<file path="src/verilog/amlc_pkg.sv">
// constants for the alarm routing control block
// assumes a host port outside that presents plain register strobes
// Operation
// [RULE1] control bit 10 routes local low event to pin; flag always sets
// [RULE2] control bit 9 routes local high event to pin; flag always sets
// [RULE3] control bit 8 routes remote one low event to pin
// [RULE4] control bit 7 routes remote one high event to pin
// [RULE5] control bit 6 routes remote two low event to pin
// [RULE6] control bit 5 routes remote two high event to pin
// [RULE7] control bit 4 routes remote one fault to pin; fault flag always sets
// [RULE8] control bit 3 routes remote two fault to pin; fault flag always sets
// [RULE9] bit 2 low: flags stick until condition gone and status read
// [RULE10] bit 2 high: flags follow live condition, no read needed
// [RULE11] bits 1 and 0 ignore writes and read zero
// [RULE12] after reset bits 10 down to 2 read zero
// [RULE13] status read clears flags; persisting conditions set again next conversion; code clears only flags whose event is low at the read
// [RULE14] thermal flag always pulls pin low when pin enabled
// [RULE15] pin low while any routed flag set and pin enabled
package amlc_pkg;
  localparam int NUM_EVENTS = 8;
  localparam logic [7:0] ROUTING_OFFSET = 8'h4E;
  localparam logic [7:0] STATUS_OFFSET = 8'h4F;
  localparam int ROUTE_LSB = 3;
  localparam int STICKY_DIS_BIT = 2;
  localparam logic [15:0] ROUTING_RESET = 16'h0000;
  localparam logic [15:0] ROUTING_WMASK = 16'h07FC;
  localparam logic [7:0] FLAGS_RESET = 8'h00;
endpackage

</file>
<file path="src/verilog/amlc_alarm_mask_latch_ctrl.sv">
// alarm routing control register, status flags and alarm pin
// assumes host port gives one-cycle read/write strobes on ref_clk_in
// event levels and conversion strobe come from logic on the same clock
`timescale 1ns/1ps
module amlc_alarm_mask_latch_ctrl (
  input wire logic ref_clk_in,
  input wire logic rst_n_in,
  input wire logic [7:0] reg_addr_in,
  input wire logic reg_wr_in,
  input wire logic reg_rd_in,
  input wire logic [15:0] reg_wdata_in,
  output logic [15:0] reg_rdata_out,
  // events, bit 7 local under ... bit 0 remote two fault
  input wire logic [7:0] event_level_in,
  input wire logic conversion_done_in,
  input wire logic thermal_flag_in,
  input wire logic alarm_pin_enable_in,
  output logic [7:0] status_flags_out,
  output logic alarm_n_out,
  output logic alarm_n_oe_out
);

  //////////////////////////////////////////////////////////////////////
  logic [15:0] routing_reg, routing_next;
  logic [7:0] flags_reg, flags_next;
  logic [15:0] rdata_reg, rdata_next;
  logic alarm_reg, alarm_next;
  logic rd_status, wr_routing;
  logic [7:0] route_en;
  logic sticky_dis;

  assign rd_status = reg_rd_in && (reg_addr_in == amlc_pkg::STATUS_OFFSET);
  assign wr_routing = reg_wr_in && (reg_addr_in == amlc_pkg::ROUTING_OFFSET);
  assign route_en = routing_reg[amlc_pkg::ROUTE_LSB +: amlc_pkg::NUM_EVENTS];
  assign sticky_dis = routing_reg[amlc_pkg::STICKY_DIS_BIT];

  //////////////////////////////////////////////////////////////////////
  always_comb
  begin
    routing_next = routing_reg;
    if (wr_routing)
    begin
      // bits 15..11 belong to other channel logic; 1 and 0 reserved
      routing_next = reg_wdata_in & amlc_pkg::ROUTING_WMASK; // [RULE11]
    end
  end

  // flag update: latched events sampled on conversion, live events (bit 2 high) every cycle; set beats clear
  always_comb
  begin
    flags_next = flags_reg;
    for (int i = 0; i < amlc_pkg::NUM_EVENTS; i++)
    begin
      if (sticky_dis)
      begin
        flags_next[i] = event_level_in[i]; // [RULE10]
      end
      else
      begin
        if (rd_status)
        begin
          flags_next[i] = 1'b0; // [RULE13]
        end
        if (rd_status && event_level_in[i])
        begin
          // still out of range at read: stays set until a read after it subsides
          flags_next[i] = 1'b1; // [RULE9]
        end
        if (conversion_done_in && event_level_in[i])
        begin
          flags_next[i] = 1'b1; // [RULE13]
        end
      end
    end
  end

  always_comb
  begin
    rdata_next = 16'h0000;
    if (reg_rd_in && reg_addr_in == amlc_pkg::ROUTING_OFFSET)
    begin
      rdata_next = routing_reg & amlc_pkg::ROUTING_WMASK; // [RULE11]
    end
    else if (rd_status)
    begin
      rdata_next = {5'h00, flags_reg, 3'h0};
    end
    // pin routing: thermal cannot be masked
    alarm_next = alarm_pin_enable_in &&
      (thermal_flag_in || |(flags_reg & route_en)); // [RULE1] [RULE2] [RULE3] [RULE4] [RULE5] [RULE6] [RULE7] [RULE8] [RULE14] [RULE15]
  end

  always_ff @(posedge ref_clk_in or negedge rst_n_in)
  begin
    if (!rst_n_in)
    begin
      routing_reg <= amlc_pkg::ROUTING_RESET; // [RULE12]
      flags_reg <= amlc_pkg::FLAGS_RESET;
      rdata_reg <= 16'h0000;
      alarm_reg <= 1'b0;
    end
    else
    begin
      routing_reg <= routing_next;
      flags_reg <= flags_next;
      rdata_reg <= rdata_next;
      alarm_reg <= alarm_next;
    end
  end

  assign reg_rdata_out = rdata_reg;
  assign status_flags_out = flags_reg;
  // open drain: drive low only
  assign alarm_n_out = 1'b0;
  assign alarm_n_oe_out = alarm_reg;

  //////////////////////////////////////////////////////////////////////
  pin_routed_a: assert property (@(posedge ref_clk_in) disable iff (!rst_n_in)
    (alarm_pin_enable_in && |(flags_reg & route_en)) |=> alarm_n_oe_out) // [RULE15]
    else $error("routed flag did not pull alarm low");
  pin_masked_a: assert property (@(posedge ref_clk_in) disable iff (!rst_n_in)
    (!thermal_flag_in && !(|(flags_reg & route_en))) |=> !alarm_n_oe_out) // [RULE1]
    else $error("masked flag pulled alarm low");
  thermal_pin_a: assert property (@(posedge ref_clk_in) disable iff (!rst_n_in)
    (thermal_flag_in && alarm_pin_enable_in) |=> alarm_n_oe_out) // [RULE14]
    else $error("thermal flag did not pull alarm low");
  pin_disable_a: assert property (@(posedge ref_clk_in) disable iff (!rst_n_in)
    !alarm_pin_enable_in |=> !alarm_n_oe_out) // [RULE15]
    else $error("alarm driven while pin disabled");
  sticky_hold_a: assert property (@(posedge ref_clk_in) disable iff (!rst_n_in)
    (!sticky_dis && !rd_status && flags_reg[0]) |=> flags_reg[0]) // [RULE9]
    else $error("latched flag cleared without read");
  live_follow_a: assert property (@(posedge ref_clk_in) disable iff (!rst_n_in)
    sticky_dis |=> flags_reg == $past(event_level_in)) // [RULE10]
    else $error("unlatched flag did not follow condition");
  read_clear_a: assert property (@(posedge ref_clk_in) disable iff (!rst_n_in)
    (!sticky_dis && rd_status && !conversion_done_in && event_level_in == 8'h00)
      |=> flags_reg == 8'h00) // [RULE13]
    else $error("status read did not clear flags");
  reserved_zero_a: assert property (@(posedge ref_clk_in) disable iff (!rst_n_in)
    routing_reg[1:0] == 2'h0 && reg_rdata_out[1:0] == 2'h0) // [RULE11]
    else $error("reserved bits not zero");
  flag_set_a: assert property (@(posedge ref_clk_in) disable iff (!rst_n_in)
    (conversion_done_in && event_level_in[7]) |=> status_flags_out[7]) // [RULE1]
    else $error("event did not set its flag");

  //////////////////////////////////////////////////////////////////////
  // register side checks
  routing_write_a: assert property (@(posedge ref_clk_in) disable iff (!rst_n_in)
    wr_routing |=> routing_reg == ($past(reg_wdata_in) & amlc_pkg::ROUTING_WMASK)) // [RULE11]
    else $error("routing write not masked");
  routing_hold_a: assert property (@(posedge ref_clk_in) disable iff (!rst_n_in)
    !wr_routing |=> $stable(routing_reg)) // [RULE11]
    else $error("routing changed without write");
  rdata_idle_a: assert property (@(posedge ref_clk_in) disable iff (!rst_n_in)
    !reg_rd_in |=> reg_rdata_out == 16'h0000) // [RULE11]
    else $error("read data not idle");
  upper_zero_a: assert property (@(posedge ref_clk_in) disable iff (!rst_n_in)
    reg_rdata_out[15:11] == 5'h00) // [RULE11]
    else $error("unimplemented bits not zero");
  status_read_a: assert property (@(posedge ref_clk_in) disable iff (!rst_n_in)
    rd_status |=> reg_rdata_out == {5'h00, $past(flags_reg), 3'h0}) // [RULE13]
    else $error("status read returned wrong flags");
  // sampled values at the release edge still hold the reset state
  reset_state_a: assert property (@(posedge ref_clk_in)
    $rose(rst_n_in) |-> (routing_reg == 16'h0000 && flags_reg == 8'h00 && !alarm_n_oe_out)) // [RULE12]
    else $error("state not cleared by reset");

  //////////////////////////////////////////////////////////////////////
  // per event checks; bit 0 alone would miss a broken index
  genvar g;
  for (g = 0; g < amlc_pkg::NUM_EVENTS; g++)
  begin : gen_flag_checks
    flag_hold_a: assert property (@(posedge ref_clk_in) disable iff (!rst_n_in)
      (!sticky_dis && !rd_status && flags_reg[g]) |=> flags_reg[g]) // [RULE9]
      else $error("latched flag cleared without read");
    flag_quiet_a: assert property (@(posedge ref_clk_in) disable iff (!rst_n_in)
      (!sticky_dis && !conversion_done_in && !flags_reg[g]) |=> !flags_reg[g]) // [RULE9]
      else $error("latched flag rose without conversion");
    flag_catch_a: assert property (@(posedge ref_clk_in) disable iff (!rst_n_in)
      (!sticky_dis && conversion_done_in && event_level_in[g]) |=> flags_reg[g]) // [RULE13]
      else $error("conversion did not set flag");
    flag_release_a: assert property (@(posedge ref_clk_in) disable iff (!rst_n_in)
      (!sticky_dis && rd_status && !conversion_done_in && !event_level_in[g])
        |=> !flags_reg[g]) // [RULE13]
      else $error("read did not clear resolved flag");
    live_bit_a: assert property (@(posedge ref_clk_in) disable iff (!rst_n_in)
      sticky_dis |=> flags_reg[g] == $past(event_level_in[g])) // [RULE10]
      else $error("unlatched flag did not follow its event");
    route_bit_a: assert property (@(posedge ref_clk_in) disable iff (!rst_n_in)
      (alarm_pin_enable_in && route_en[g] && flags_reg[g]) |=> alarm_n_oe_out) // [RULE15]
      else $error("routed event did not pull alarm low");
  end

endmodule

</file>
<file path="config.mk">
export PLATFORM = sky130hd
export DESIGN_NAME = amlc_alarm_mask_latch_ctrl
export DESIGN_NICKNAME = d
export VERILOG_FILES = /design/src/verilog/amlc_pkg.sv /design/src/verilog/amlc_alarm_mask_latch_ctrl.sv
export SDC_FILE = /design/constraint.sdc
export NUM_CORES = 1
export LEC_CHECK = 0
export BUFFER_PORTS_ARGS = -buffer_cell sky130_fd_sc_hd__buf_2
export CAP_MARGIN = 20
export CORE_ASPECT_RATIO = 0.6
export CORE_MARGIN = 10
export CORE_UTILIZATION = 43
export CTS_CLUSTER_SIZE = 24
export DETAILED_ROUTE_END_ITERATION = 10
export PLACE_DENSITY = 0.79
export SETUP_SLACK_MARGIN = 0.5
export SYNTH_ARGS = -nofsm -noshare
export SYNTH_HDL_FRONTEND = slang
export SYNTH_SLANG_ARGS = --single-unit
</file>
<file path="constraint.sdc">
create_clock -name ref_clk_in -period 1.54 [get_ports ref_clk_in]
set_input_delay 0.231 -clock ref_clk_in [delete_from_list [all_inputs] [get_ports ref_clk_in]]
set_output_delay 0.231 -clock ref_clk_in [all_outputs]
set_load 0.02 [all_outputs]
</file>
==> After elaboration in Yosys (flattened, before gate mapping) <==
Index checks and enable logic that the tools add are counted.
{ "classes": {"n_bitwise": 1, "muxes": 27, "n_eq_ne": 2, "n_reduce_logical": 30} }
{ "ops": {"columns": ["op", "n"], "rows": [
  ["4-bit nonzero test", 8],
  ["1-bit 2-to-1 mux", 25],
  ["11-bit 2-to-1 mux", 2],
  ["1-bit logical AND", 20],
  ["8-bit by 7-bit equality test with 1-bit output, second input constant", 2],
  ["8-bit bitwise AND", 1],
  ["8-bit OR reduction", 1],
  ["1-bit logical OR", 1]
]} }
{ "word_totals": {"inputBits": 39, "reg_bits": 34, "output_inout_bits": 26} }

==> Depth between registers and ports, before layout <==
Gate-level depths: netlist (run 1).
{ "depth": {"depth_word": 6, "depth_mapped": 4, "mapped_depth_nobuf": 3} }

==> Worst setup path before layout (run 1) <==
OpenSTA, ideal clock, no wires.
{ "synth_path": {"kind": "reg2reg", "start": "register routing_reg[2]", "end": "register flags_reg[0], in the netlist status_flags_out[0]", "arrival_time_ns": 1.117, "slack_ns": 0.302, "stages_incl_launch_ff": 4, "period_less_slack_ns": 1.238, "setup_ns": 0.121, "n_path_buf": 0, "t_required_ns": 1.419, "cell_sequence": "dfrtp_1 -> or2_2 -> a41o_1 -> a22o_1"} }
{ "synth_via": {"elab_chain_len": 1} }
{ "synth_lines": {"columns": ["element", "line_no", "text"], "rows": [
  ["start, declared", "amlc_alarm_mask_latch_ctrl.sv:24", "logic [15:0] routing_reg, routing_next;"],
  ["start signal, assigned", "amlc_alarm_mask_latch_ctrl.sv:97", "routing_reg <= amlc_pkg::ROUTING_RESET;"],
  ["start signal, assigned", "amlc_alarm_mask_latch_ctrl.sv:104", "routing_reg <= routing_next;"],
  ["4-bit nonzero test (no line) or 1-bit 2-to-1 mux (tied branches)", null, null],
  ["end signal, assigned", "amlc_alarm_mask_latch_ctrl.sv:98", "flags_reg <= amlc_pkg::FLAGS_RESET;"],
  ["end signal, assigned", "amlc_alarm_mask_latch_ctrl.sv:105", "flags_reg <= flags_next;"],
  ["end, declared", "amlc_alarm_mask_latch_ctrl.sv:25", "logic [7:0] flags_reg, flags_next;"]
]} }
Several ways; a longest one is shown, not always the timed one.
A chain may end at the register's enable or synchronous reset.

==> Worst setup path in the final report (run 1) <==
{ "layout_path": {"start": "register routing_reg[2]", "end": "register flags_reg[6], in the netlist status_flags_out[6]"} }
Same word-level chain as after synthesis.

==> results of run 1 <==
==> synthesized netlist by cell type <==
cell	instances	area share [%]
buf_4	8	5.1
a222oi_1	1	0.85
dfrtp_1	27	57
a41oi_2	1	1.4
mux2_2	9	8.6
conb_1	1	0.32
or2_2	1	0.53
nand3_2	1	0.85
nor3b_4	1	1.6
nand4b_4	1	2.0
a21oi_1	1	0.43
and4b_1	1	0.85
mux2i_1	8	6.8
nor2_1	8	2.6
a41o_1	1	0.85
inv_1	1	0.32
buf_2	2	0.85
nor3b_1	1	0.64
a221oi_1	1	0.74
a31oi_1	1	0.53
a22o_1	9	6.7
==> how the worst min path moves through the flow <==
stage / cells past startpoint / end / slack [ns] / startpoint
floorplan: 0 / alarm_n_oe_out / -0.06 / rst_n_in
global placement: 1 / reg_rdata_out[2] / 0.25 / rst_n_in
detailed placement: 1 / reg_rdata_out[2] / 0.26 / rst_n_in
CTS: 2 / status_flags_out[6] / 0.16 / event_level_in[6]
global route: 2 / status_flags_out[6] / 0.16 / event_level_in[6]
finish: 2 / status_flags_out[6] / 0.17 / event_level_in[6]
==> layer usage <==
metal / track usage [%] / up-vias / share of wire (%) / wire [microns]
met5: 0 / - / 0 / 0
met4: 2.94 / 0 / 0.26 / 8
met3: 5.61 / 2 / 9.8 / 304
li1: - / 412 / - / -
met2: 19.8 / 34 / 49 / 1520
met1: 12.3 / 450 / 41 / 1280
==> metrics by stage <==
step	setup WS (ns)	instances
floorplan	0.349	92
global placement	0.0987	163
CTS	0.298	174
global route	0.269	176
detailed placement	0.0499	163
finish	0.292	176
==> repair_timing <==
action,in CTS,in global routing
pin swaps,4,2
hold buffers,1,0
hold endpoints to repair,27,0
resized for setup,22,8
setup endpoints to repair,27,37
setup buffers,6,2
==> report_power, final <==
part | total (mW) | internal [mW] | switching [mW]
sequential | 0.793 | 0.752 | 0.0416
clock | 0.384 | 0.181 | 0.203
combinational | 0.344 | 0.180 | 0.164
total | 1.52 | 1.11 | 0.408
==> layout make-up <==
type / count / area, sq um / area share [%]
clock buffers: 3 / 41.3 / 2.52
flip-flops and latches: 27 / 677 / 41.3
clock inverters: 1 / 5.00 / 0.305
well taps: 32 / 40.0 / 2.44
multi-input cells: 54 / 482 / 29.4
inverters: 1 / 3.75 / 0.229
repair buffers: 58 / 390 / 23.8
==> cell families (layout without fill, tap and decap cells) <==
| kind of cell | count (synthesis) | count (layout) | share of synthesized area, % |
|---|---|---|---|
| multiplexers | 17 | 17 | 15.4 |
| AO/OA/AOI/OAI | 15 | 15 | 11.5 |
| flip-flops | 27 | 27 | 57.4 |
| buffers and inverters | 11 | 63 | 6.28 |
| other | 1 | 8 | 0.319 |
| AND/OR/NAND/NOR | 14 | 14 | 9.04 |
==> results_dict.tcl, run 1 <==
set metrics [dict create \
    status "finished, final reports clean" \
    stdcell_area_sq_um 1640 \
    ys_seq_area_share_pct 57.4 \
    yosys_warnings 0 \
    r2r_end "status_flags_out[6]" \
    cp.depth 3 \
    clk_pin_slew_ns 0.09 \
    worstPathRequired_ns 1.71 \
    dpl_cell_area_sq_um 1420 \
    die_w_microns 87.5 \
    cp_top_family "compound AO/OA/AOI/OAI gates" \
    period_minus_slack_ns 1.25 \
    fillers 201 \
    worstSetupEndpoint "status_flags_out[6]" \
    cts_tree "built" \
    track_usage_pct 11.4 \
    syn_to_final_growth_pct 39.4 \
    vias 898 \
    final_cell_mix "buf_2, dfrtp_1, buf_6, a22o_1, mux2_2" \
    wl_per_cell_microns 17.7 \
    max_cap_violations 0 \
    leakage_nw 0.851 \
    rr_startpoint "routing_reg[2]" \
    fin_hold_ws_ns 0.167 \
    startpoint_type "flop" \
    vdd_drop_max_v 0.000660 \
    clock_latency_ns 0.27 \
    powerDensity_nw_per_um2 928 \
    start_util_pct 46.0 \
    worst_pin_slew_ns 0.576 \
    max_slew_margin_pct 61.6 \
    die_h_microns 60.5 \
    drive_gt1_share_pct 54.9 \
    max-clock-path-buffers 2 \
    r2r_slack_ns 0.29 \
    antenna_cells 0 \
    wl_microns 3110 \
    layout.nets 184 \
    cp_max_fo 8 \
    dr.pass1.iters 4 \
    crit_start "routing_reg[2]" \
    grt_overflow 0 \
    hold_violations 0 \
    worstPathArrival_ns 1.41 \
    ios 65 \
    end_kind "flop" \
    syn_area_sq_um 1180 \
    place_congestion 0.731 \
    rsz0062_at_grt "true" \
    htreeDepth 1 \
    antenna_found_initial 0 \
    slew_violations 0 \
    clock_skew_ns 0.00617 \
    io_buffers 49 \
    fmax_mhz 802 \
    path_cells "or2_4 -> a41o_4 -> a22o_1" \
    viasPerCell 5.10 \
    setup_viol 0 \
    fin_util_pct 64.1 \
    core_area_sq_um 2560 \
    cts_buffers 3 \
    synthDistinctLibCells 21 \
    synthCells 85 \
    cp.buffers_inverters 0 \
    grt_first_pass_wirelength_microns 4760 \
    synth.avg_cell_area_sq_um 13.8 \
    clockRootBuffer "clkbuf_8" \
    rr_worst_depth 3 \
    finalPower_mw 1.52 \
    antenna_left 0 \
    drt_iter0_drc 23 \
    dieArea_sq_um 5300 \
    final_common_cell "buf_2" \
    fin_tns_setup_ns 0 \
    grt_pass1_vias 976 \
    cts.sinks 27 \
    grt_max_degree 28 \
    drc 0 \
    dpl.hpwl_microns 2350 \
    cp_slowest_cell "dfrtp_1" \
    ys_seq_elements 27 \
    period_share_pct 81.0 \
    path_class "flop to flop" \
    rows 14 \
    min_path_type "input pin to flop" \
    max_stage_delay_ns 0.42 \
]
No activity file was read; power rests on OpenSTA's default activity.
==> run 2: changes to the inputs <==
- ABC_AREA: default -> 1
- CORE_UTILIZATION: 43 -> 40
- PLACE_DENSITY: 0.79 -> 0.75
- clock period: 1.54 -> 1.1 ns (I/O delays scaled with it)
==> run 2 against run 1 <==
Effect of this change:
- worst hold slack got worse by 0.40 ns
- global-route usage rose by 1.9 points
- area after synthesis rose by 11%
- the flow now finishes with violations (negative hold slack)
- via count rose by 43%
- sequential power rose by 41%
- clock power rose by 46%
- highest routed layer unchanged
==> results_dict.tcl, run 2 <==
set metrics [dict create \
    status "complete, but fails checks" \
    failed_checks "negative hold slack" \
    setup_viol 0 \
    clock_latency_ns 0.27 \
    slew_violations 0 \
    fmax_mhz 994 \
    r2r_slack_ns 0.09 \
    place_congestion 0.808 \
    ys_seq_area_share_pct 51.6 \
    vias 1280 \
    worst_slack_ns 0.0942 \
    final_common_cell "buf_6" \
    end_kind "flop" \
    max_stage_delay_ns 0.42 \
    yosys-top-cells-area "dfrtp_1, nand2_1, nand3_1" \
    synth_enable_flop_cells 0 \
    drc 0 \
    antenna_left 0 \
    synth_top_cell_by_area "dfrtp_1" \
    fin_hold_ws_ns -0.231 \
    wl_microns 4240 \
    dr.pass1.iters 4 \
    leakage_nw 1.06 \
    synthCells 147 \
    rr_worst_depth 4 \
    clockRootBuffer "clkbuf_8" \
    period_share_pct 91.4 \
    io_buffers 49 \
    final_cell_mix "buf_6, nand2_1, buf_2, dfrtp_1, nand2_2" \
    layout.nets 263 \
    syn_to_final_growth_pct 69.4 \
    fin_tns_setup_ns 0 \
    fin_util_pct 73.9 \
    antenna_cells 0 \
    ys.flop_type "dfrtp_1" \
    synth_common_cells "nand2_1, dfrtp_1, nand3_1" \
    cp_max_fo 3 \
    antenna_found_initial 0 \
    rr_startpoint "status_flags_out[7]" \
    dieArea_sq_um 6040 \
    viasPerCell 4.83 \
    grt_first_pass_wirelength_microns 6520 \
    die_w_microns 93.9 \
    core_area_sq_um 3000 \
    grt_overflow 0 \
    track_usage_pct 13.3 \
    synthDistinctLibCells 22 \
    synth_top_area_share_pct 51.6 \
    powerDensity_nw_per_um2 1040 \
    max_cap_violations 0 \
    min_path_type "input pin to async pin" \
    cp_slowest_cell "dfrtp_2" \
    htreeDepth 1 \
    drive_gt1_share_pct 57.4 \
    drt_iter0_drc 82 \
    worstPathArrival_ns 1.17 \
    die_h_microns 64.3 \
    cp_top_family "flip-flops" \
    synth.avg_cell_area_sq_um 8.91 \
    rows 15 \
    startpoint_type "flop" \
    async_reset_ff_share_pct 100 \
    grt_pass1_vias 1286 \
    syn_area_sq_um 1310 \
    cts.sinks 27 \
    ys_seq_elements 27 \
    grt_max_degree 17 \
    wl_per_cell_microns 16.0 \
    vdd_drop_max_v 0.000538 \
    hold_violations 11 \
    worstPathRequired_ns 1.26 \
    period_minus_slack_ns 1.01 \
    ios 65 \
    clk_pin_slew_ns 0.09 \
    rsz0062_at_grt "true" \
    cts_buffers 3 \
    path_class "flop to flop" \
    cts_tree "built" \
    post-synth-top-count-cell "nand2_1" \
    r2r_end "alarm_n_oe_out" \
    start_util_pct 43.6 \
    cp.buffers_inverters 1 \
    path_cells "buf_6 -> a21oi_1 -> and2_1 -> a21boi_1" \
    finalPower_mw 2.32 \
    dpl.hpwl_microns 2870 \
    yosys_warnings 0 \
    max-clock-path-buffers 2 \
    preCtsSetupSlack_ns -0.0696 \
    clock_skew_ns 0.00227 \
]
-- run 2: cell families after synthesis --
group / synth area share [%]
buffers and inverters: 11.2
and+or+nand+nor: 33.0
other: 0.286
AOI/OAI and AO/OA: 4.01
DFF: 51.6
-- run 2: repair_timing --
action,CTS,global route
resized for setup,64,25
pin swaps,9,11
hold endpoints to repair,11,11
setup endpoints to repair,45,45
cloned,4,1
buffers inserted,10,8
-- run 2: power breakdown --
part | total, mW | internal [mW] | switching (mW)
registers | 1.12 | 1.06 | 0.0575
clock network | 0.561 | 0.260 | 0.302
logic | 0.640 | 0.322 | 0.319
total | 2.32 | 1.64 | 0.678
-- run 2: worst max-delay path by stage --
| stage | startpoint | end | slack, ns | cells past startpoint |
|---|---|---|---|---|
| floorplan | reg_addr_in[5] | routing_reg[10] | 0.23 | 7 |
| global placement | reg_addr_in[5] | status_flags_out[4] | -0.05 | 8 |
| detailed placement | reg_addr_in[5] | status_flags_out[6] | -0.07 | 8 |
| CTS | status_flags_out[0] | status_flags_out[0] | 0.09 | 1 |
| global route | status_flags_out[7] | alarm_n_oe_out | 0.06 | 4 |
| finish | status_flags_out[7] | alarm_n_oe_out | 0.09 | 4 |
-- run 2: metal layers --
layer  up-vias  wire [microns]  global-route usage, %
li1        616               -                      -
met1       614            1900                   17.6
met2        48            1990                   20.5
met3         2             340                   5.24
met4         0               8                   1.70
met5         -               0                      0
-- run 2: worst register-to-register path, stage by stage, from the launching register on --
cell and delay, ns:
dfrtp_2 0.42, buf_6 0.13, a21oi_1 0.13, and2_1 0.16, a21boi_1 0.07
-- run 2: per-stage QoR --
stage / cells / hold slack [ns] / instance area [sq um]
final: 265 / -0.231 / 2220
after global routing: 265 / -0.220 / 2220
after global placement: 238 / 0.0666 / 1650
after detailed placement: 238 / 0.0749 / 1650
after CTS: 256 / -0.229 / 2040
after floorplan: 154 / -0.131 / 1400
-- run 2: layout make-up --
| cell class | instances | area (sq um) |
|---|---|---|
| fillers | 207 | 783 |
| repair buffers | 74 | 696 |
| flip-flops and latches | 27 | 687 |
| multi-input cells | 104 | 659 |
| inverters | 13 | 71.3 |
| well taps | 42 | 52.6 |
| clock buffers | 4 | 45.0 |
| repair inverters | 1 | 8.76 |
==> run 3: changes to the inputs <==
==> constraint.sdc (replaced) <==
create_clock -name ref_clk_in -period 1.1 [get_ports ref_clk_in]
set_input_delay 0.055 -clock ref_clk_in [delete_from_list [all_inputs] [get_ports ref_clk_in]]
set_output_delay 0.055 -clock ref_clk_in [all_outputs]
set_load 0.02 [all_outputs]
==> run 3 against run 2 <==
Effect of this change:
- the flow still finishes with violations (negative hold slack)
- fmax grew 9.9%
- largest power group unchanged
- design area down 6.6%
- register-to-register slack better by 0.11 ns
- count of clock-buffer cells in the layout decreased by 1
- sequential share of layout area grew 2.2 points
- setup slack better by 0.091 ns
- worst hold slack better by 0.0051 ns
- critical endpoint is now status_flags_out[1]
- global-route usage about the same
==> results_dict.tcl, run 3 (same netlist as run 2, synthesis figures left out) <==
set metrics [dict create \
    status "complete, but fails checks" \
    failed_checks "negative hold slack" \
    preCtsSetupSlack_ns 0.0539 \
    antenna_left 0 \
    vdd_drop_max_v 0.000743 \
    p_sw_mw 0.683 \
    wl_microns 4200 \
    hold_violations 35 \
    clk_pin_slew_ns 0.10 \
    core_area_sq_um 3000 \
    fin_hold_ws_ns -0.226 \
    cts_tree "built" \
    period_minus_slack_ns 0.915 \
    finalPower_mw 2.28 \
    track_usage_pct 13.3 \
    grt_pass1_vias 1314 \
    worstPathRequired_ns 1.04 \
    max-clock-path-buffers 2 \
    path_class "flop to primary output" \
    start_util_pct 43.6 \
    switching_share_pct 29.9 \
    placedCellCount 236 \
    layout.nets 257 \
    fillers 236 \
    dieArea_sq_um 6040 \
    min_path_type "input pin to async pin" \
    max_stage_delay_ns 0.45 \
    end_kind "primary output" \
    io_buffers 49 \
    clockRootBuffer "clkbuf_8" \
    htreeDepth 1 \
    grt_overflow 0 \
    powerDensity_nw_per_um2 1100 \
    period_share_pct 83.2 \
    cp.depth 1 \
    comb_power_share_pct 25.6 \
    p_int_mw 1.60 \
    cp_top_family "flip-flops" \
    r2r_end "alarm_n_oe_out" \
    grt_first_pass_wirelength_microns 6450 \
    die_h_microns 64.3 \
    drc 0 \
    clockPowerShare_pct 25.1 \
    wl_per_cell_microns 16.2 \
    cp_max_fo 3 \
    cp.buffers_inverters 1 \
    cts_buffers 3 \
    clock_latency_ns 0.28 \
    stdcell_area_sq_um 2070 \
    place_congestion 0.809 \
    startpoint_type "flop" \
    ios 65 \
    die_w_microns 93.9 \
    antenna_cells 0 \
    p_seq_share_pct 49.3 \
    rsz0062_at_grt "true" \
    clock_skew_ns 0.00488 \
    cts.sinks 27 \
    vias 1260 \
    cp_slowest_cell "dfrtp_2" \
    antenna_found_initial 0 \
    fin_util_pct 69.0 \
    path_cells "buf_6" \
    rr_worst_depth 4 \
    dr.pass1.iters 4 \
    rr_startpoint "status_flags_out[6]" \
    dpl.hpwl_microns 2760 \
    fmax_mhz 1090 \
    fin_tns_setup_ns 0 \
    grt_max_degree 28 \
    worstSetupEndpoint "status_flags_out[1]" \
    final_cell_mix "nand2_1, buf_2, buf_6, dfrtp_1, nand2_2" \
    worst_slack_ns 0.185 \
    dpl_cell_area_sq_um 1630 \
    worstPathArrival_ns 0.86 \
    setup_viol 0 \
    drive_gt1_share_pct 58.1 \
    worst_pin_slew_ns 0.604 \
    layoutNonFillerInstCount 259 \
    rows 15 \
    crit_start "status_flags_out[1]" \
    max_cap_violations 0 \
    max_slew_margin_pct 59.7 \
    r2r_slack_ns 0.20 \
    leakage_nw 1.02 \
    drt_iter0_drc 41 \
    slew_violations 0 \
    syn_to_final_growth_pct 58.3 \
    viasPerCell 4.86 \
]
run 3: cell types whose count changed in the layout (fill, tap and decap cells not counted), sizes merged:
cell,before,now
nand3,23,22
buf,74,69
clkbuf,4,3
inv,13,14
clkinvlp,0,1
clkinv,1,0
run 3: power groups by stage:
stage	Clock (mW)	Sequential [mW]	Combinational, mW
2_1_floorplan	0	1.18	0.184
3_3_place_gp	0	1.13	0.373
4_1_cts	0.580	1.12	0.550
3_5_place_dp	0	1.14	0.378
6_report	0.572	1.13	0.585
5_1_grt	0.634	1.13	0.630
run 3: routing by layer:
| layer | track usage [%] | wire length [microns] | vias to the layer above |
|---|---|---|---|
| met5 | 0 | 0 | - |
| met4 | 1.51 | 8 | 0 |
| met3 | 6.06 | 422 | 2 |
| met2 | 21.4 | 2040 | 52 |
| met1 | 16.4 | 1720 | 599 |
| li1 | - | - | 607 |
run 3: cell type report:
cell class	count	area [sq um]	share of cell area (%)
timing repair buffer	69	569	27.5
clock buffer	3	41.3	1.99
timing repair inverter	1	11.3	0.543
sequential	27	687	33.1
tap	42	52.6	2.53
inverter	13	73.8	3.56
clock inverter	1	7.51	0.362
multi-input combinational	103	631	30.4
run 3: repair_timing:
action	CTS	global route
buffers inserted	14	2
pin swaps	11	6
endpoints found under the setup margin	45	45
resized for setup	57	17
hold endpoints to repair	35	36
gates cloned	3	0
run 3: how the worst min path moves through the flow:
| stage | start | to | cells after the start |
|---|---|---|---|
| finish | rst_n_in | reg_rdata_out[10] | 1 |
| CTS | rst_n_in | reg_rdata_out[9] | 1 |
| detailed placement | rst_n_in | reg_rdata_out[9] | 1 |
| global placement | rst_n_in | reg_rdata_out[9] | 1 |
| global route | rst_n_in | reg_rdata_out[6] | 1 |
| floorplan | rst_n_in | alarm_n_oe_out | 0 |
